`config.mk`:
```
export PLATFORM = sky130hd
export DESIGN_NAME = amcs_sequencer
export DESIGN_NICKNAME = d
export VERILOG_FILES = /design/src/pkg/amcs_pkg.sv /design/src/logic/amcs_sequencer.sv
export VERILOG_INCLUDE_DIRS = /design/src /design/src/pkg
export SDC_FILE = /design/constraint.sdc
export NUM_CORES = 1
export LEC_CHECK = 0
export CORE_AREA = 2 2 94 78
export CTS_BUF_LIST = sky130_fd_sc_hd__clkbuf_4
export CTS_CLUSTER_DIAMETER = 30
export DETAILED_ROUTE_END_ITERATION = 8
export DIE_AREA = 0 0 96 80
export DONT_BUFFER_PORTS = 1
export PLACE_DENSITY_LB_ADDON = 0.15
export SETUP_SLACK_MARGIN = 0.05
export SLEW_MARGIN = 10
export SYNTH_ARGS = -nofsm -noshare
export SYNTH_HDL_FRONTEND = slang
export SYNTH_SLANG_ARGS = --single-unit
export TNS_END_PERCENT = 1
```
`constraint.sdc`:
```
create_clock -name core_clk_i -period 1.8 [get_ports core_clk_i]
set_input_delay 0.54 -clock core_clk_i [delete_from_list [all_inputs] [get_ports core_clk_i]]
set_output_delay 0.54 -clock core_clk_i [all_outputs]
set_load 0.005 [all_outputs]
```
`src/pkg/amcs_cfg.svh`:
```
// Overview of operation
// - Exactly one of eight analog inputs is routed, chosen by the latched channel code.
// - Channel code is captured on strobe rising edge and held until the next.
// - Start rising edge clears the latched conversion result.
// - Sampling begins at start rising edge and lasts 32 clocks before decisions.
// - A start within 64 clocks aborts the conversion, discards it, restarts.
// - Done output changes within 8 clocks plus 2 microseconds after start.
// - First decision tests weight 128 alone on upper reference.
// - Trip sets the bit and drops the weight; otherwise weight stays upper.
// - Remaining weights are tested one per step in descending order.
// - All 8 bits decided, then the result is latched and the sequencer idles until the next start.
// - Result is straight binary, zero gives 00000000, full scale 11111111.
`ifndef AMCS_CFG_SVH
`define AMCS_CFG_SVH

// Converter geometry
`define AMCS_NUM_CH 8
`define AMCS_NUM_BITS 8
`define AMCS_SAMPLE_CLKS 32
`define AMCS_RESTART_CLKS 64

// Reset values
`define AMCS_RESULT_RST 8'h00
`define AMCS_CHSEL_RST 8'h01

// Done timing: fixed clocks plus a time in microseconds
`define AMCS_CLK_MHZ 125
`define AMCS_EOC_FIX_CLKS 8
`define AMCS_EOC_EXTRA_US 2
`define AMCS_EOC_MAX_CLKS (`AMCS_EOC_FIX_CLKS + `AMCS_EOC_EXTRA_US * `AMCS_CLK_MHZ)

`endif

```
`src/pkg/amcs_pkg.sv`:
```
package amcs_pkg;

  // Sequencer phases
  typedef enum logic [1:0] {
    AMCS_ST_IDLE = 2'b00,
    AMCS_ST_SAMPLE = 2'b01,
    AMCS_ST_DECIDE = 2'b10,
    AMCS_ST_LATCH = 2'b11
  } amcs_state_t;

endpackage

```
`src/logic/amcs_sequencer.sv`:
```
`timescale 1ns/1ns
`include "amcs_cfg.svh"

module amcs_sequencer #(
  parameter int NUM_CH = `AMCS_NUM_CH,
  parameter int NUM_BITS = `AMCS_NUM_BITS,
  parameter int SAMPLE_CLKS = `AMCS_SAMPLE_CLKS
) (
  // Clock and reset
  input wire logic core_clk_i,
  input wire logic rst_i,
  // Channel address and its latch strobe
  input wire logic [2:0] chan_addr_i,
  input wire logic addr_latch_i,
  // Conversion start
  input wire logic start_i,
  // Threshold detector, high when summing node is above trip point
  input wire logic cmp_trip_i,
  // Analog switch controls
  output logic [NUM_CH-1:0] chan_sel_o,
  output logic sample_o,
  output logic [NUM_BITS-1:0] weight_upper_o,
  // Result latch and conversion done
  output logic [NUM_BITS-1:0] result_o,
  output logic done_o
);

  localparam int EOC_MAX = `AMCS_EOC_MAX_CLKS;
  localparam int IW = $clog2(NUM_BITS);
  localparam int CW = $clog2(SAMPLE_CLKS);
  localparam logic [CW-1:0] SAMP_LAST = CW'(SAMPLE_CLKS - 1);
  localparam logic [IW-1:0] IDX_MSB = IW'(NUM_BITS - 1);
  localparam logic [IW-1:0] IDX_ONE = IW'(1);
  localparam logic [NUM_BITS-1:0] W_MSB = {1'b1, {(NUM_BITS-1){1'b0}}};

  amcs_pkg::amcs_state_t st_r;
  logic [2:0] addr_r;
  logic ale_d_r;
  logic start_d_r;
  logic [CW-1:0] samp_cnt_r;
  logic [IW-1:0] idx_r;
  logic [NUM_BITS-1:0] bdr_r;
  logic [NUM_BITS-1:0] bdr_nxt;
  logic [NUM_BITS-1:0] weight_nxt;
  logic ale_rise;
  logic start_rise;

  // Edge detection; inputs are already synchronous to the clock
  assign ale_rise = addr_latch_i & ~ale_d_r;
  assign start_rise = start_i & ~start_d_r;

  // Previous strobe levels
  always_ff @(posedge core_clk_i) begin
    if (rst_i) begin
      ale_d_r <= 1'b0;
      start_d_r <= 1'b0;
    end else begin
      ale_d_r <= addr_latch_i;
      start_d_r <= start_i;
    end
  end

  // Channel code latch and one-hot mux select
  always_ff @(posedge core_clk_i) begin
    if (rst_i) begin
      addr_r <= 3'h0;
      chan_sel_o <= NUM_CH'(`AMCS_CHSEL_RST);
    end else if (ale_rise) begin
      addr_r <= chan_addr_i;
      chan_sel_o <= NUM_CH'(1) << chan_addr_i;
    end
  end

  // Phase sequencing; a start edge always wins, aborting any conversion
  always_ff @(posedge core_clk_i) begin
    if (rst_i) begin
      st_r <= amcs_pkg::AMCS_ST_IDLE;
      samp_cnt_r <= '0;
      idx_r <= IDX_MSB;
    end else if (start_rise) begin
      st_r <= amcs_pkg::AMCS_ST_SAMPLE;
      samp_cnt_r <= '0;
      idx_r <= IDX_MSB;
    end else begin
      case (st_r)
        amcs_pkg::AMCS_ST_IDLE: begin
          st_r <= amcs_pkg::AMCS_ST_IDLE;
        end
        amcs_pkg::AMCS_ST_SAMPLE: begin
          samp_cnt_r <= samp_cnt_r + CW'(1);
          if (samp_cnt_r == SAMP_LAST) begin
            st_r <= amcs_pkg::AMCS_ST_DECIDE;
            idx_r <= IDX_MSB;
          end
        end
        amcs_pkg::AMCS_ST_DECIDE: begin
          if (idx_r == '0) begin
            st_r <= amcs_pkg::AMCS_ST_LATCH;
          end else begin
            idx_r <= idx_r - IDX_ONE;
          end
        end
        amcs_pkg::AMCS_ST_LATCH: begin
          // Back to tracking the input until the next start
          st_r <= amcs_pkg::AMCS_ST_IDLE;
        end
        default: begin
          st_r <= amcs_pkg::AMCS_ST_IDLE;
        end
      endcase
    end
  end

  // Next decision bits and weight switching for one step
  always_comb begin
    bdr_nxt = bdr_r;
    weight_nxt = weight_upper_o;
    if (st_r == amcs_pkg::AMCS_ST_DECIDE) begin
      if (cmp_trip_i) begin
        bdr_nxt[idx_r] = 1'b1;
        weight_nxt[idx_r] = 1'b0;
      end
      if (idx_r != '0) begin
        weight_nxt[idx_r - IDX_ONE] = 1'b1;
      end
    end
  end

  // Bit decision register; straight binary, no inversion
  always_ff @(posedge core_clk_i) begin
    if (rst_i) begin
      bdr_r <= '0;
    end else if (start_rise) begin
      bdr_r <= '0;
    end else begin
      bdr_r <= bdr_nxt;
    end
  end

  // Capacitor weights: all low while sampling, MSB alone at first step
  always_ff @(posedge core_clk_i) begin
    if (rst_i) begin
      weight_upper_o <= '0;
    end else if (start_rise) begin
      weight_upper_o <= '0;
    end else if (st_r == amcs_pkg::AMCS_ST_SAMPLE && samp_cnt_r == SAMP_LAST) begin
      weight_upper_o <= W_MSB;
    end else if (st_r == amcs_pkg::AMCS_ST_LATCH) begin
      weight_upper_o <= '0;
    end else begin
      weight_upper_o <= weight_nxt;
    end
  end

  // Sampling switch: closed except during bit decisions and the latch step
  always_ff @(posedge core_clk_i) begin
    if (rst_i) begin
      sample_o <= 1'b1;
    end else if (start_rise) begin
      sample_o <= 1'b1;
    end else if (st_r == amcs_pkg::AMCS_ST_SAMPLE && samp_cnt_r == SAMP_LAST) begin
      sample_o <= 1'b0;
    end else if (st_r == amcs_pkg::AMCS_ST_LATCH) begin
      sample_o <= 1'b1;
    end
  end

  // Output latch and done flag; done drops on the start edge itself
  always_ff @(posedge core_clk_i) begin
    if (rst_i) begin
      result_o <= NUM_BITS'(`AMCS_RESULT_RST);
      done_o <= 1'b0;
    end else if (start_rise) begin
      result_o <= NUM_BITS'(`AMCS_RESULT_RST);
      done_o <= 1'b0;
    end else if (st_r == amcs_pkg::AMCS_ST_LATCH) begin
      result_o <= bdr_r;
      done_o <= 1'b1;
    end
  end
endmodule

```
# After elaboration in Yosys (flattened, before gate mapping)

Cells that the tools add are included.

Add/subtract/negate cells: 2
Order comparisons: 4
Equality and inequality tests: 9
Shifts and indexed selects: 1
Multiplexer cells: 19
Bitwise operators: 8
Reduce and logical (&&, ||, !) cells: 16

Operators by type and width:

| kind                | number |
|---|---|
| $mux 8              | 6 |
| $or 8x8->8          | 2 |
| $and 8x8->8         | 1 |
| $lt 3x4->1 const B  | 2 |
| $not 8->8           | 1 |
| $shl 1x3->8 const A | 1 |
| $demux 1 s3         | 2 |
| $ge 3x1->1 const B  | 2 |
| $mux 3              | 2 |
| $ne 2x2->1 const B  | 3 |
| $ne 3x3->1 const B  | 2 |
| $pmux 2 s3          | 1 |
| $pmux 3 s2          | 1 |
| $reduce_and 2->1    | 3 |
| $reduce_bool 3->1   | 2 |
| $add 5x1->5 const B | 1 |
| $eq 5x5->1 const B  | 1 |
| $mux 1              | 5 |
| $eq 2x2->1 const B  | 2 |
| $mux 2              | 2 |
| $reduce_bool 2->1   | 2 |
| $reduce_or 2->1     | 2 |
| $reduce_or 4->1     | 1 |
| $logic_and 1x1->1   | 3 |
| 7 further kinds     | 9 |

Flip-flop bits (word level): 46
Input port bits: 8
Output and inout port bits: 26

# Longest topological paths before layout

Gate-level depths: netlist of run 1.

Word-level depth: 13
Depth in mapped cells: 7

# Worst setup path after synthesis of run 1

No wires, ideal clock.

Path type: reg-to-reg
Start point: register samp_cnt_r[0]
End point: register idx_r[1]
Library setup time: 0.081 ns
Arrival time: 1.433 ns
Required time: 1.719 ns
Slack: 0.286 ns
Cell stages (with the launch flop): 8
Path buffers: 0
Cell sequence: dfxtp_1 > ha_1 > and3_1 > ha_1 > nor2b_4 > a311oi_4 > nor3_1 > a41oi_1

Cells in the longest elaborated chain, start to end: 3

Ends and longest elaborated chain:

| element                    | RTL line              | RTL |
|---|---|---|
| start, declared            | amcs_sequencer.sv:40  | `logic [CW-1:0] samp_cnt_r;` |
| start signal, assigned     | amcs_sequencer.sv:90  | `samp_cnt_r <= samp_cnt_r + CW'(1);` |
| $eq 5x5->1                 | amcs_sequencer.sv:91  | `if (samp_cnt_r == SAMP_LAST) begin` |
| $ne 2x2->1 (no line)       | --                    |  |
| $reduce_and 3->1 (no line) | --                    |  |
| end signal, assigned       | amcs_sequencer.sv:100 | `idx_r <= idx_r - IDX_ONE;` |
| end, declared              | amcs_sequencer.sv:41  | `logic [IW-1:0] idx_r;` |

Every way passes these cells.
A chain may end at the register's enable or synchronous reset.

# Final worst setup path of run 1

Start point: register samp_cnt_r[0]
End point: register weight_upper_o[2]

Cells in the longest elaborated chain, start to end: 3

Ends and longest elaborated chain:

| element                   | RTL line              | RTL |
|---|---|---|
| $eq 5x5->1                | amcs_sequencer.sv:146 | `end else if (st_r == amcs_pkg::AMCS_ST_SAMPLE && samp_cnt_r == SAMP_LAST) begin` |
| $logic_and 1x1->1         | amcs_sequencer.sv:146 |  |
| $reduce_or 4->1 (no line) | --                    |  |
| end signal, assigned      | amcs_sequencer.sv:151 | `weight_upper_o <= weight_nxt;` |
| end, declared             | amcs_sequencer.sv:22  | `output logic [NUM_BITS-1:0] weight_upper_o,` |

Every way passes these cells.

==> qor.yml, run 1 <==
run_status:
  run_status: "finished clean"
pwr:
  clock_power_share: 0.289
  totalPowerFinal_mw: 1.65
  power_frac_comb: 0.078
  standby_leakage_power_nw: 0.746
  internal_power_mw: 1.23
  vdd_drop_max_v: 0.000264
  total_switching_power_mw: 0.418
  p_seq_frac: 0.633
  sw_frac_of_total: 0.254
  power_per_cell_area_nw_per_um2: 779
floorplanning:
  num_rows: 27
  floorplan.core_area_sq_um: 6720
  io-pin-count: 34
  design.die.area_sq_um: 7680
  die_width_um: 96
  chipHeight_um: 80
  floorplan.initialDensity: 0.295
drt:
  drt_iter0_drc: 85
  first_pass_iters: 4
  wl_mm: 4.07
  detail-route-antenna-nets: 0
  detailed_routing_wirelength_on_met1_mm: 2.18
  drc: 0
  routed.top_layer: "met4"
  vias: 1440
  route.met2.wl_mm: 1.65
  met3WireLength_um: 200
  avgViaCountPerCell: 4.68
  wl_per_cell_um: 13.2
sta:
  setup_slack_ps: 185
  setup_violations: 0
  max-slew-margin-rel: 0.683
  fin_hold_ws_ps: 229
  finalHoldViolations: 0
  fin_worst_skew_ps: 11.2
  rsz0062_at_grt: "yes"
  transition_time_at_the_pin_with_the_least_slew_margin_ps: 476
  final_cycle_share: 0.897
  layout_min_cycle_time_ps: 1610
  finalSetupTns_ps: 0
  slew_violations: 0
  max_clock_freq_mhz: 619
cells_and_area:
  number_of_antenna_diodes: 0
  flow.area_growth_from_synthesis_pct: 6.75
  postLayoutCoreUtil: 0.315
  nets_finish: 235
  post_route_cells_drive_above_1_share: 0.104
  n_fill_cell: 722
yosys:
  synthDominantCellAreaShare: 0.464
  yosys.cell_count.top_type: "sky130_fd_sc_hd__dfxtp_1"
  synth-seq-cells: 46
  ys_warn_count: 0
  synth_area_sq_um: 1980
  leading_register_cell_type_out_of_synthesis: "sky130_fd_sc_hd__dfxtp_1"
  syn_inst: 218
  synth_seq_area_share: 0.464
  synth.net_count: 233
  count_of_flip_flops_with_a_built_in_enable_after_synthesis: 0
  synth_top_cell_by_area: "sky130_fd_sc_hd__dfxtp_1"
  postSynth.asyncResetShare: 0
  synth.cells.most_frequent: "sky130_fd_sc_hd__dfxtp_1 (46), sky130_fd_sc_hd__nor2_1 (44), sky130_fd_sc_hd__a21oi_1 (16)"
  synth_area_per_cell_sq_um: 9.10
  synth.distinct_cells: 42
  synth_top_area_cells: "sky130_fd_sc_hd__dfxtp_1 (46%), sky130_fd_sc_hd__nor2_1 (8.3%), sky130_fd_sc_hd__mux2i_1 (5.0%)"
clock_tree:
  cts_made_buffers: 5
  hold_buffers: 0
  cts-htree-levels: 2
  worstSkewPairLatency_ps: 350
  clock-root-buffer: "sky130_fd_sc_hd__clkbuf_4"
  clock_pin_slew_on_the_worst_setup_and_hold_paths_ps: 140
  tritoncts: "built"
  clock_sinks: 46
  clk_buf_depth: 2
global_route:
  leftover_overflow_at_the_end_of_global_routing: 0
  grt_pass1_vias: 1367
  grt_first_pass_wirelength_mm: 7.00
  antenna_found_initial: 0
  grt_max_degree: 29
  gr-usage-all-layers: 0.119
critical_path:
  start_to_end_type_of_the_worst_setup_path: "reg2reg"
  worst_ep_arrival_time_ps: 1910
  required_time_worst_endpoint_ps: 2090
  endpoint_type_of_the_worst_setup_path: "flip-flop"
  critical_path_peak_fanout: 7
  critPathLaunchType: "flip-flop"
hold_path:
  hold_class: "in2reg"
place:
  gp_congestion: 0.741
  io_buffers: 0
  pre_cts_setup_slack_ps: 159
  dp.final_hpwl_mm: 2.90
run:
  max_capacitance_violation_count: 0
worst max-delay path, stage by stage (launching register included):
cell and delay, ps:
sky130_fd_sc_hd__dfxtp_2 360, sky130_fd_sc_hd__ha_1 200, sky130_fd_sc_hd__and3_1 180, sky130_fd_sc_hd__ha_1 220, sky130_fd_sc_hd__nand2_1 130, sky130_fd_sc_hd__nand3b_1 260, sky130_fd_sc_hd__a21oi_1 210
layer usage:
metal  GRT usage  vias to the layer above
met1       0.179                      670
li1            -                      746
met2       0.151                       20
met5           0                        -
met4      0.0429                        0
met3      0.0425                        4
stage by stage:
stage / std cells / cell area, sq um
final: 308 / 2120
after global routing: 308 / 2120
after detailed placement: 300 / 2060
after global placement: 300 / 2060
after CTS: 308 / 2110
after floorplan: 218 / 1980
worst paths after layout:
kind | end | slack, ps | cells after the start | from
worst min register to register | bdr_r[1]$_SDFFE_PP0P_ | 460 | 2 | bdr_r[1]$_SDFFE_PP0P_
worst max register to register | weight_upper_o[2]$_SDFFE_PP0P_ | 190 | 6 | samp_cnt_r[0]$_SDFFE_PP0P_
worst max-delay path | weight_upper_o[2]$_SDFFE_PP0P_ | 190 | 6 | samp_cnt_r[0]$_SDFFE_PP0P_
worst min-delay path | st_r[0]$_SDFFE_PP0P_ | 230 | 1 | rst_i
area by class of cell:
| cell class | count | area (sq um) | share of cell area |
|---|---|---|---|
| Clock buffer | 5 | 37.5 | 0.0177 |
| Clock inverter | 3 | 16.3 | 0.00768 |
| Inverter | 7 | 26.3 | 0.0124 |
| Multi-Input combinational cell | 155 | 967 | 0.457 |
| Sequential cell | 46 | 925 | 0.437 |
| Tap cell | 87 | 109 | 0.0514 |
| Timing Repair Buffer | 5 | 37.5 | 0.0177 |
sequential cells by signal, summed over array words and instances (netlist names):
signal	count
bdr_r	8
sample_o	1
idx_r	3
samp_cnt_r	5
weight_upper_o	8
chan_sel_o	8
result_o	8
start_d_r	1
ale_d_r	1
st_r	2
done_o	1
cell families after synthesis:
group	count (synthesis)	synth area share
fa+ha+maj	7	0.0441
simple gates	98	0.248
mux	10	0.0504
compound gates	36	0.124
buf+inv	17	0.0511
xor+xnor	4	0.0177
flops	46	0.464
power by group through the flow:
| stage | combinational (mW) | sequential, mW | clock, mW |
|---|---|---|---|
| after global routing | 0.145 | 1.05 | 0.554 |
| after floorplan | 0.114 | 1.06 | 0 |
| after detailed placement | 0.126 | 1.07 | 0 |
| final | 0.128 | 1.05 | 0.477 |
| after global placement | 0.127 | 1.07 | 0 |
| after CTS | 0.127 | 1.05 | 0.510 |
placed cells by master, fill, tap and decap left out, drive strengths merged, types with 3 or more instances in the layout:
cell type  netlist  layout
inv              7       7
a22oi            4       4
xor2             3       3
mux2i           10      10
nor3            10      10
nand3            3       3
clkinv           0       3
nor2            44      44
a21oi           16      16
nor2b            3       3
ha               7       7
dfxtp           46      46
nand3b           3       3
buf              8       5
nand2           13      13
clkbuf           2       5
nand2b           9       9
o21ai            7       7
timing repair:
action / in CTS / in global routing
endpoints found under the hold margin: 0 / 0
gates resized for setup: 0 / 5
setup endpoints to repair: 0 / 7
setup buffers: 0 / 0
Note: power is estimated with default switching activity, not from simulation.
==> inputs of run 2 (changes only) <==
- MAX_ROUTING_LAYER: unset -> met4
==> qor.yml, run 2 (same netlist as run 1, synthesis figures left out) <==
sta:
  final_cycle_share: 0.897  # about the same
  transition_time_at_the_pin_with_the_least_slew_margin_ps: 476  # unchanged
  max_clock_freq_mhz: 620  # about the same
  fin_worst_skew_ps: 11.2  # -0.00320 ps
  fin_hold_ws_ps: 229  # -0.0610 ps
  finalSetupTns_ps: 0  # unchanged
  setup_violations: 0  # unchanged
  finalHoldViolations: 0  # unchanged
  layout_min_cycle_time_ps: 1610  # -0.910 ps
  slew_violations: 0  # unchanged
  rsz0062_at_grt: "yes"
  max-slew-margin-rel: 0.683  # unchanged
critical_path:
  regToRegEndpoint: "weight_upper_o[2]$_SDFFE_PP0P_"
  worst_path_largest_cell_delay_ps: 360  # about the same
  path_depth: 6  # unchanged
  critical_path.cell_chain: "ha_1, and3_1, ha_1, nand2_1, nand3b_1, a21oi_1"
  cp_num_buf_inv: 0  # unchanged
  worst_ep_arrival_time_ps: 1900  # about the same
  timing.rr.start: "samp_cnt_r[0]$_SDFFE_PP0P_"
  ff2ff_path_depth: 6  # unchanged
  start_to_end_type_of_the_worst_setup_path: "reg2reg"
  crit_path_frequent_cell: "sky130_fd_sc_hd__ha_1"
  critical_path_peak_fanout: 7  # unchanged
  cp_slowest_cell: "sky130_fd_sc_hd__dfxtp_2"
  critical_path.endpoint: "weight_upper_o[2]$_SDFFE_PP0P_"
  required_time_worst_endpoint_ps: 2090  # about the same
  endpoint_type_of_the_worst_setup_path: "flip-flop"
  critPathTopFamily: "simple AND/OR/NAND/NOR gates"
  worst_setup_path_startpoint: "samp_cnt_r[0]$_SDFFE_PP0P_"
  reg2reg_setup_slack_ps: 190  # about the same
  critPathLaunchType: "flip-flop"
clock_tree:
  clock_sinks: 46  # unchanged
  clk_buf_depth: 2  # unchanged
  worstSkewPairLatency_ps: 350  # about the same
  clock-root-buffer: "sky130_fd_sc_hd__clkbuf_4"
  cts-htree-levels: 2  # unchanged
  cts.repair_timing.setup_buffer_count: 0  # unchanged
  cts_made_buffers: 5  # unchanged
  clock_pin_slew_on_the_worst_setup_and_hold_paths_ps: 140  # about the same
  tritoncts: "built"
floorplanning:
  floorplan.initialDensity: 0.295  # unchanged
  num_rows: 27  # unchanged
  io-pin-count: 34  # unchanged
  design.die.area_sq_um: 7680  # unchanged
  floorplan.core_area_sq_um: 6720  # unchanged
  die_width_um: 96  # unchanged
  chipHeight_um: 80  # unchanged
place:
  placedCellCount: 300  # unchanged
  gp_congestion: 0.750  # +1.3%
  dp.final_hpwl_mm: 2.90  # unchanged
  io_buffers: 0  # unchanged
cells_and_area:
  commonest_non_fill_non_tap_cells_in_the_layout: "sky130_fd_sc_hd__nor2_1 (44), sky130_fd_sc_hd__dfxtp_1 (43), sky130_fd_sc_hd__a21oi_1 (16)"
  mostFrequentLayoutCell: "sky130_fd_sc_hd__nor2_1"
  post_route_cells_drive_above_1_share: 0.104  # unchanged
  multi_input_comb_area_sq_um: 967  # unchanged
  post_layout_instance_count_excluding_filler_cells: 308  # unchanged
  n_fill_cell: 722  # unchanged
  flow.area_growth_from_synthesis_pct: 6.75  # unchanged
  number_of_antenna_diodes: 0  # unchanged
  nets_finish: 235  # unchanged
  seq_area_sq_um: 925  # unchanged
global_route:
  grt_first_pass_wirelength_mm: 7.00  # unchanged
  gr-usage-all-layers: 0.122  # +0.00318
  leftover_overflow_at_the_end_of_global_routing: 0  # unchanged
  grt_max_degree: 29  # unchanged
  antenna_found_initial: 0  # unchanged
  grt_pass1_vias: 1366  # -0.073%
drt:
  detail-route-antenna-nets: 0  # unchanged
  avgViaCountPerCell: 4.67  # about the same
  wl_per_cell_um: 13.2  # +0.17%
  wl_mm: 4.07  # +0.17%
  drt_iter0_drc: 85  # unchanged
  drc: 0  # unchanged
  vias: 1439  # -0.069%
  first_pass_iters: 4  # unchanged
pwr:
  totalPowerFinal_mw: 1.65  # about the same
  standby_leakage_power_nw: 0.746  # unchanged
  power_per_cell_area_nw_per_um2: 779  # about the same
  vdd_drop_max_v: 0.000264  # about the same
hold_path:
  hold_class: "in2reg"
run_status:
  run_status: "finished clean"
run:
  max_capacitance_violation_count: 0  # unchanged
## run 2: cell counts in the layout (fill, tap and decap cells not counted)
No cell type changed its count.
## run 2: worst min path at each step
stage | from | end | slack [ps] | cells past startpoint
final | rst_i | st_r[0]$_SDFFE_PP0P_ | 230 | 1
after global routing | rst_i | st_r[0]$_SDFFE_PP0P_ | 190 | 1
after CTS | rst_i | st_r[0]$_SDFFE_PP0P_ | 210 | 1
after detailed placement | bdr_r[1]$_SDFFE_PP0P_ | bdr_r[1]$_SDFFE_PP0P_ | 450 | 2
after global placement | bdr_r[1]$_SDFFE_PP0P_ | bdr_r[1]$_SDFFE_PP0P_ | 440 | 2
after floorplan | bdr_r[1]$_SDFFE_PP0P_ | bdr_r[1]$_SDFFE_PP0P_ | 420 | 2
## run 2: cell type report
cell class,count,share of cell area
well taps,87,0.0514
repair buffers,5,0.0177
multi-input cells,155,0.457
clock buffers,5,0.0177
inverters,7,0.0124
flip-flops and latches,46,0.437
clock inverters,3,0.00768
## run 2: metrics by stage
stage,setup slack (ps),instance area (sq um),utilization
2_1_floorplan,286,1980,-
3_3_place_gp,190,2060,0.306
3_5_place_dp,159,2060,0.306
4_1_cts,105,2110,0.314
5_1_grt,34.3,2120,0.315
6_report,186,2120,0.315
## run 2: report_power, final
part | internal [mW] | leakage, nW | switching (mW) | total, mW
registers | 1.03 | 0.373 | 0.0112 | 1.05
clock network | 0.147 | 0.0303 | 0.330 | 0.477
logic | 0.0512 | 0.343 | 0.0773 | 0.129
total | 1.23 | 0.746 | 0.419 | 1.65
## run 2: repair_timing
| action | 4_1_cts | 5_1_grt |
|---|---|---|
| hold buffers | 0 | 0 |
| endpoints found under the setup margin | 0 | 7 |
| hold endpoints to repair | 0 | 0 |
| resized for setup | 0 | 5 |
## run 2: layer usage
metal,part of all wire,routed length (um),vias to the layer above,GRT usage
li1,-,-,747,-
met1,0.53,2170,664,0.179
met2,0.40,1650,24,0.151
met3,0.053,214,4,0.0425
met4,0.010,42,0,0.0429
met5,0,0,-,-
==> inputs of run 3 (changes only) <==
--- a/config.mk
+++ b/config.mk
@@ -7,9 +7,9 @@
 export NUM_CORES = 1
 export LEC_CHECK = 0
-export CORE_AREA = 2 2 94 78
+export CORE_AREA = 8 8 100 84
 export CTS_BUF_LIST = sky130_fd_sc_hd__clkbuf_4
 export CTS_CLUSTER_DIAMETER = 30
 export DETAILED_ROUTE_END_ITERATION = 8
-export DIE_AREA = 0 0 96 80
+export DIE_AREA = 0 0 108 92
 export DONT_BUFFER_PORTS = 1
 export MAX_ROUTING_LAYER = met4
==> constraint.sdc (replaced) <==
create_clock -name core_clk_i -period 1.8 [get_ports core_clk_i]
set_input_delay 0.54 -clock core_clk_i [delete_from_list [all_inputs] [get_ports core_clk_i]]
set_output_delay 0.54 -clock core_clk_i [all_outputs]
set_load 0.05 [all_outputs]
==> qor.yml, run 3 (same netlist as run 1, synthesis figures left out) <==
run_status:
  run_status: "finished clean"
floorplanning:
  chipHeight_um: 92  # +15%
  die_width_um: 108  # +13%
  floorplan.core_area_sq_um: 6720  # unchanged
  io-pin-count: 34  # unchanged
  design.die.area_sq_um: 9940  # +29%
  num_rows: 27  # unchanged
  floorplan.initialDensity: 0.295  # unchanged
sta:
  finalSetupTns_ps: 0  # unchanged
  setup_violations: 0  # unchanged
  fin_worst_skew_ps: 7.60  # -3.56 ps
  layout_min_cycle_time_ps: 1620  # +8.11 ps
  max_clock_freq_mhz: 617  # -0.50%
  slew_violations: 0  # unchanged
  fin_hold_ws_ps: 225  # -4.50 ps
  finalHoldViolations: 0  # unchanged
  rsz0062_at_grt: "no"
  final_cycle_share: 0.901  # +0.00451
  transition_time_at_the_pin_with_the_least_slew_margin_ps: 586  # +110 ps
  max-slew-margin-rel: 0.609  # -0.0738
critical_path:
  start_to_end_type_of_the_worst_setup_path: "reg2out"
  endpoint_type_of_the_worst_setup_path: "primary output"
  critPathLaunchType: "flip-flop"
  worst_ep_arrival_time_ps: 1080  # -820 ps
  required_time_worst_endpoint_ps: 1260  # -830 ps
  critical_path_peak_fanout: 3  # -4
pwr:
  vdd_drop_max_v: 0.000280  # +5.9%
  power_per_cell_area_nw_per_um2: 854  # +9.6%
  total_switching_power_mw: 0.470  # +12%
  p_seq_frac: 0.577  # -0.056
  clock_power_share: 0.352  # +0.063
  internal_power_mw: 1.38  # +12%
  power_frac_comb: 0.071  # -0.007
  sw_frac_of_total: 0.253  # -0.000265
  totalPowerFinal_mw: 1.85  # +12%
  standby_leakage_power_nw: 0.771  # +3.3%
cells_and_area:
  post_route_cells_drive_above_1_share: 0.117  # +0.0125
  commonest_non_fill_non_tap_cells_in_the_layout: "sky130_fd_sc_hd__nor2_1 (44), sky130_fd_sc_hd__dfxtp_1 (44), sky130_fd_sc_hd__a21oi_1 (16)"
  flow.area_growth_from_synthesis_pct: 9.33
  nets_finish: 237  # +0.85%
  number_of_antenna_diodes: 0  # unchanged
  postLayoutCoreUtil: 0.323  # +0.00763
  final_design_area_no_fill_sq_um: 2170  # +2.4%
drt:
  detail-route-antenna-nets: 0  # unchanged
  avgViaCountPerCell: 4.59  # -1.7%
  drt_iter0_drc: 63  # -26%
  drc: 0  # unchanged
  wl_per_cell_um: 14.0  # +5.9%
  first_pass_iters: 4  # unchanged
  vias: 1424  # -1.0%
  wl_mm: 4.34  # +6.6%
global_route:
  grt_pass1_vias: 1396  # +2.2%
  grt_max_degree: 29  # unchanged
  grt_first_pass_wirelength_mm: 7.32  # +4.5%
  leftover_overflow_at_the_end_of_global_routing: 0  # unchanged
  gr-usage-all-layers: 0.0958  # -0.0263
  antenna_found_initial: 0  # unchanged
clock_tree:
  tritoncts: "built"
  clk_buf_depth: 2  # unchanged
  worstSkewPairLatency_ps: 360  # about the same
  clock-root-buffer: "sky130_fd_sc_hd__clkbuf_4"
  cts_made_buffers: 5  # unchanged
  cts-htree-levels: 2  # unchanged
  clock_sinks: 46  # unchanged
  hold_buffers: 0  # unchanged
  clock_pin_slew_on_the_worst_setup_and_hold_paths_ps: 140  # about the same
place:
  gp_congestion: 0.754  # +0.49%
  io_buffers: 0  # unchanged
  dp.final_hpwl_mm: 3.17  # +9.3%
  placed_cell_areas_sq_um: 2060  # +0.37%
run:
  max_capacitance_violation_count: 0  # unchanged
hold_path:
  hold_class: "in2reg"
==> run 3: cell count changes in the layout (fill, tap and decap cells not counted), sizes merged <==
cell / previous run / this run
clkinv: 3 / 1
bufinv: 0 / 1
buf: 5 / 7
inv: 7 / 8
==> run 3: worst register-to-register path, stage by stage (launching register included) <==
cell and delay [ps]:
sky130_fd_sc_hd__dfxtp_1 450, sky130_fd_sc_hd__inv_1 90, sky130_fd_sc_hd__ha_1 260, sky130_fd_sc_hd__or3b_1 380
sky130_fd_sc_hd__o21ai_2 100, sky130_fd_sc_hd__nand2_1 100, sky130_fd_sc_hd__a41oi_2 160
==> run 3: layer usage <==
layer,vias up,track usage,part of all wire,wire length (um)
met5,-,-,0,0
met4,0,0.0346,0.012,53
met3,5,0.0308,0.053,231
met2,17,0.129,0.42,1820
met1,641,0.129,0.51,2230
li1,761,-,-,-
==> run 3: timing repair <==
| item | in CTS | in global routing |
|---|---|---|
| setup buffers | 0 | 1 |
| endpoints found under the setup margin | 0 | 10 |
| gates resized for setup | 0 | 5 |
==> run 3: worst paths after layout <==
check	end	start	slack (ps)	depth (start not counted)
max	weight_upper_o[7]	weight_upper_o[7]$_SDFFE_PP0P_	180	0
min	chan_sel_o[7]$_SDFFE_PP0P_	rst_i	220	1
max reg2reg	weight_upper_o[7]$_SDFFE_PP0P_	idx_r[1]$_SDFFE_PP1P_	200	6
min reg2reg	bdr_r[1]$_SDFFE_PP0P_	bdr_r[1]$_SDFFE_PP0P_	460	2
==> run 3: cell type report <==
cell class	instances	area, sq um
Timing Repair Buffer	7	52.6
Fill cell	707	4550
Tap cell	87	109
Clock inverter	3	43.8
Sequential cell	46	923
Clock buffer	5	37.5
Multi-Input combinational cell	155	977
Inverter	7	26.3
==> run 3: metrics by stage <==
stage          worst slack, ps  instances
2_1_floorplan              286        218
3_3_place_gp               217        301
3_5_place_dp               182        301
4_1_cts                    144        309
5_1_grt                   67.1        310
6_report                   178        310
==> run 3: power groups by stage <==
stage          Clock (mW)  Sequential (mW)  Combinational, mW
6_report            0.653             1.07              0.131
5_1_grt             0.723             1.07              0.150
4_1_cts             0.680             1.07              0.129
3_5_place_dp            0             1.09              0.129
3_3_place_gp            0             1.09              0.129
2_1_floorplan           0             1.09              0.114
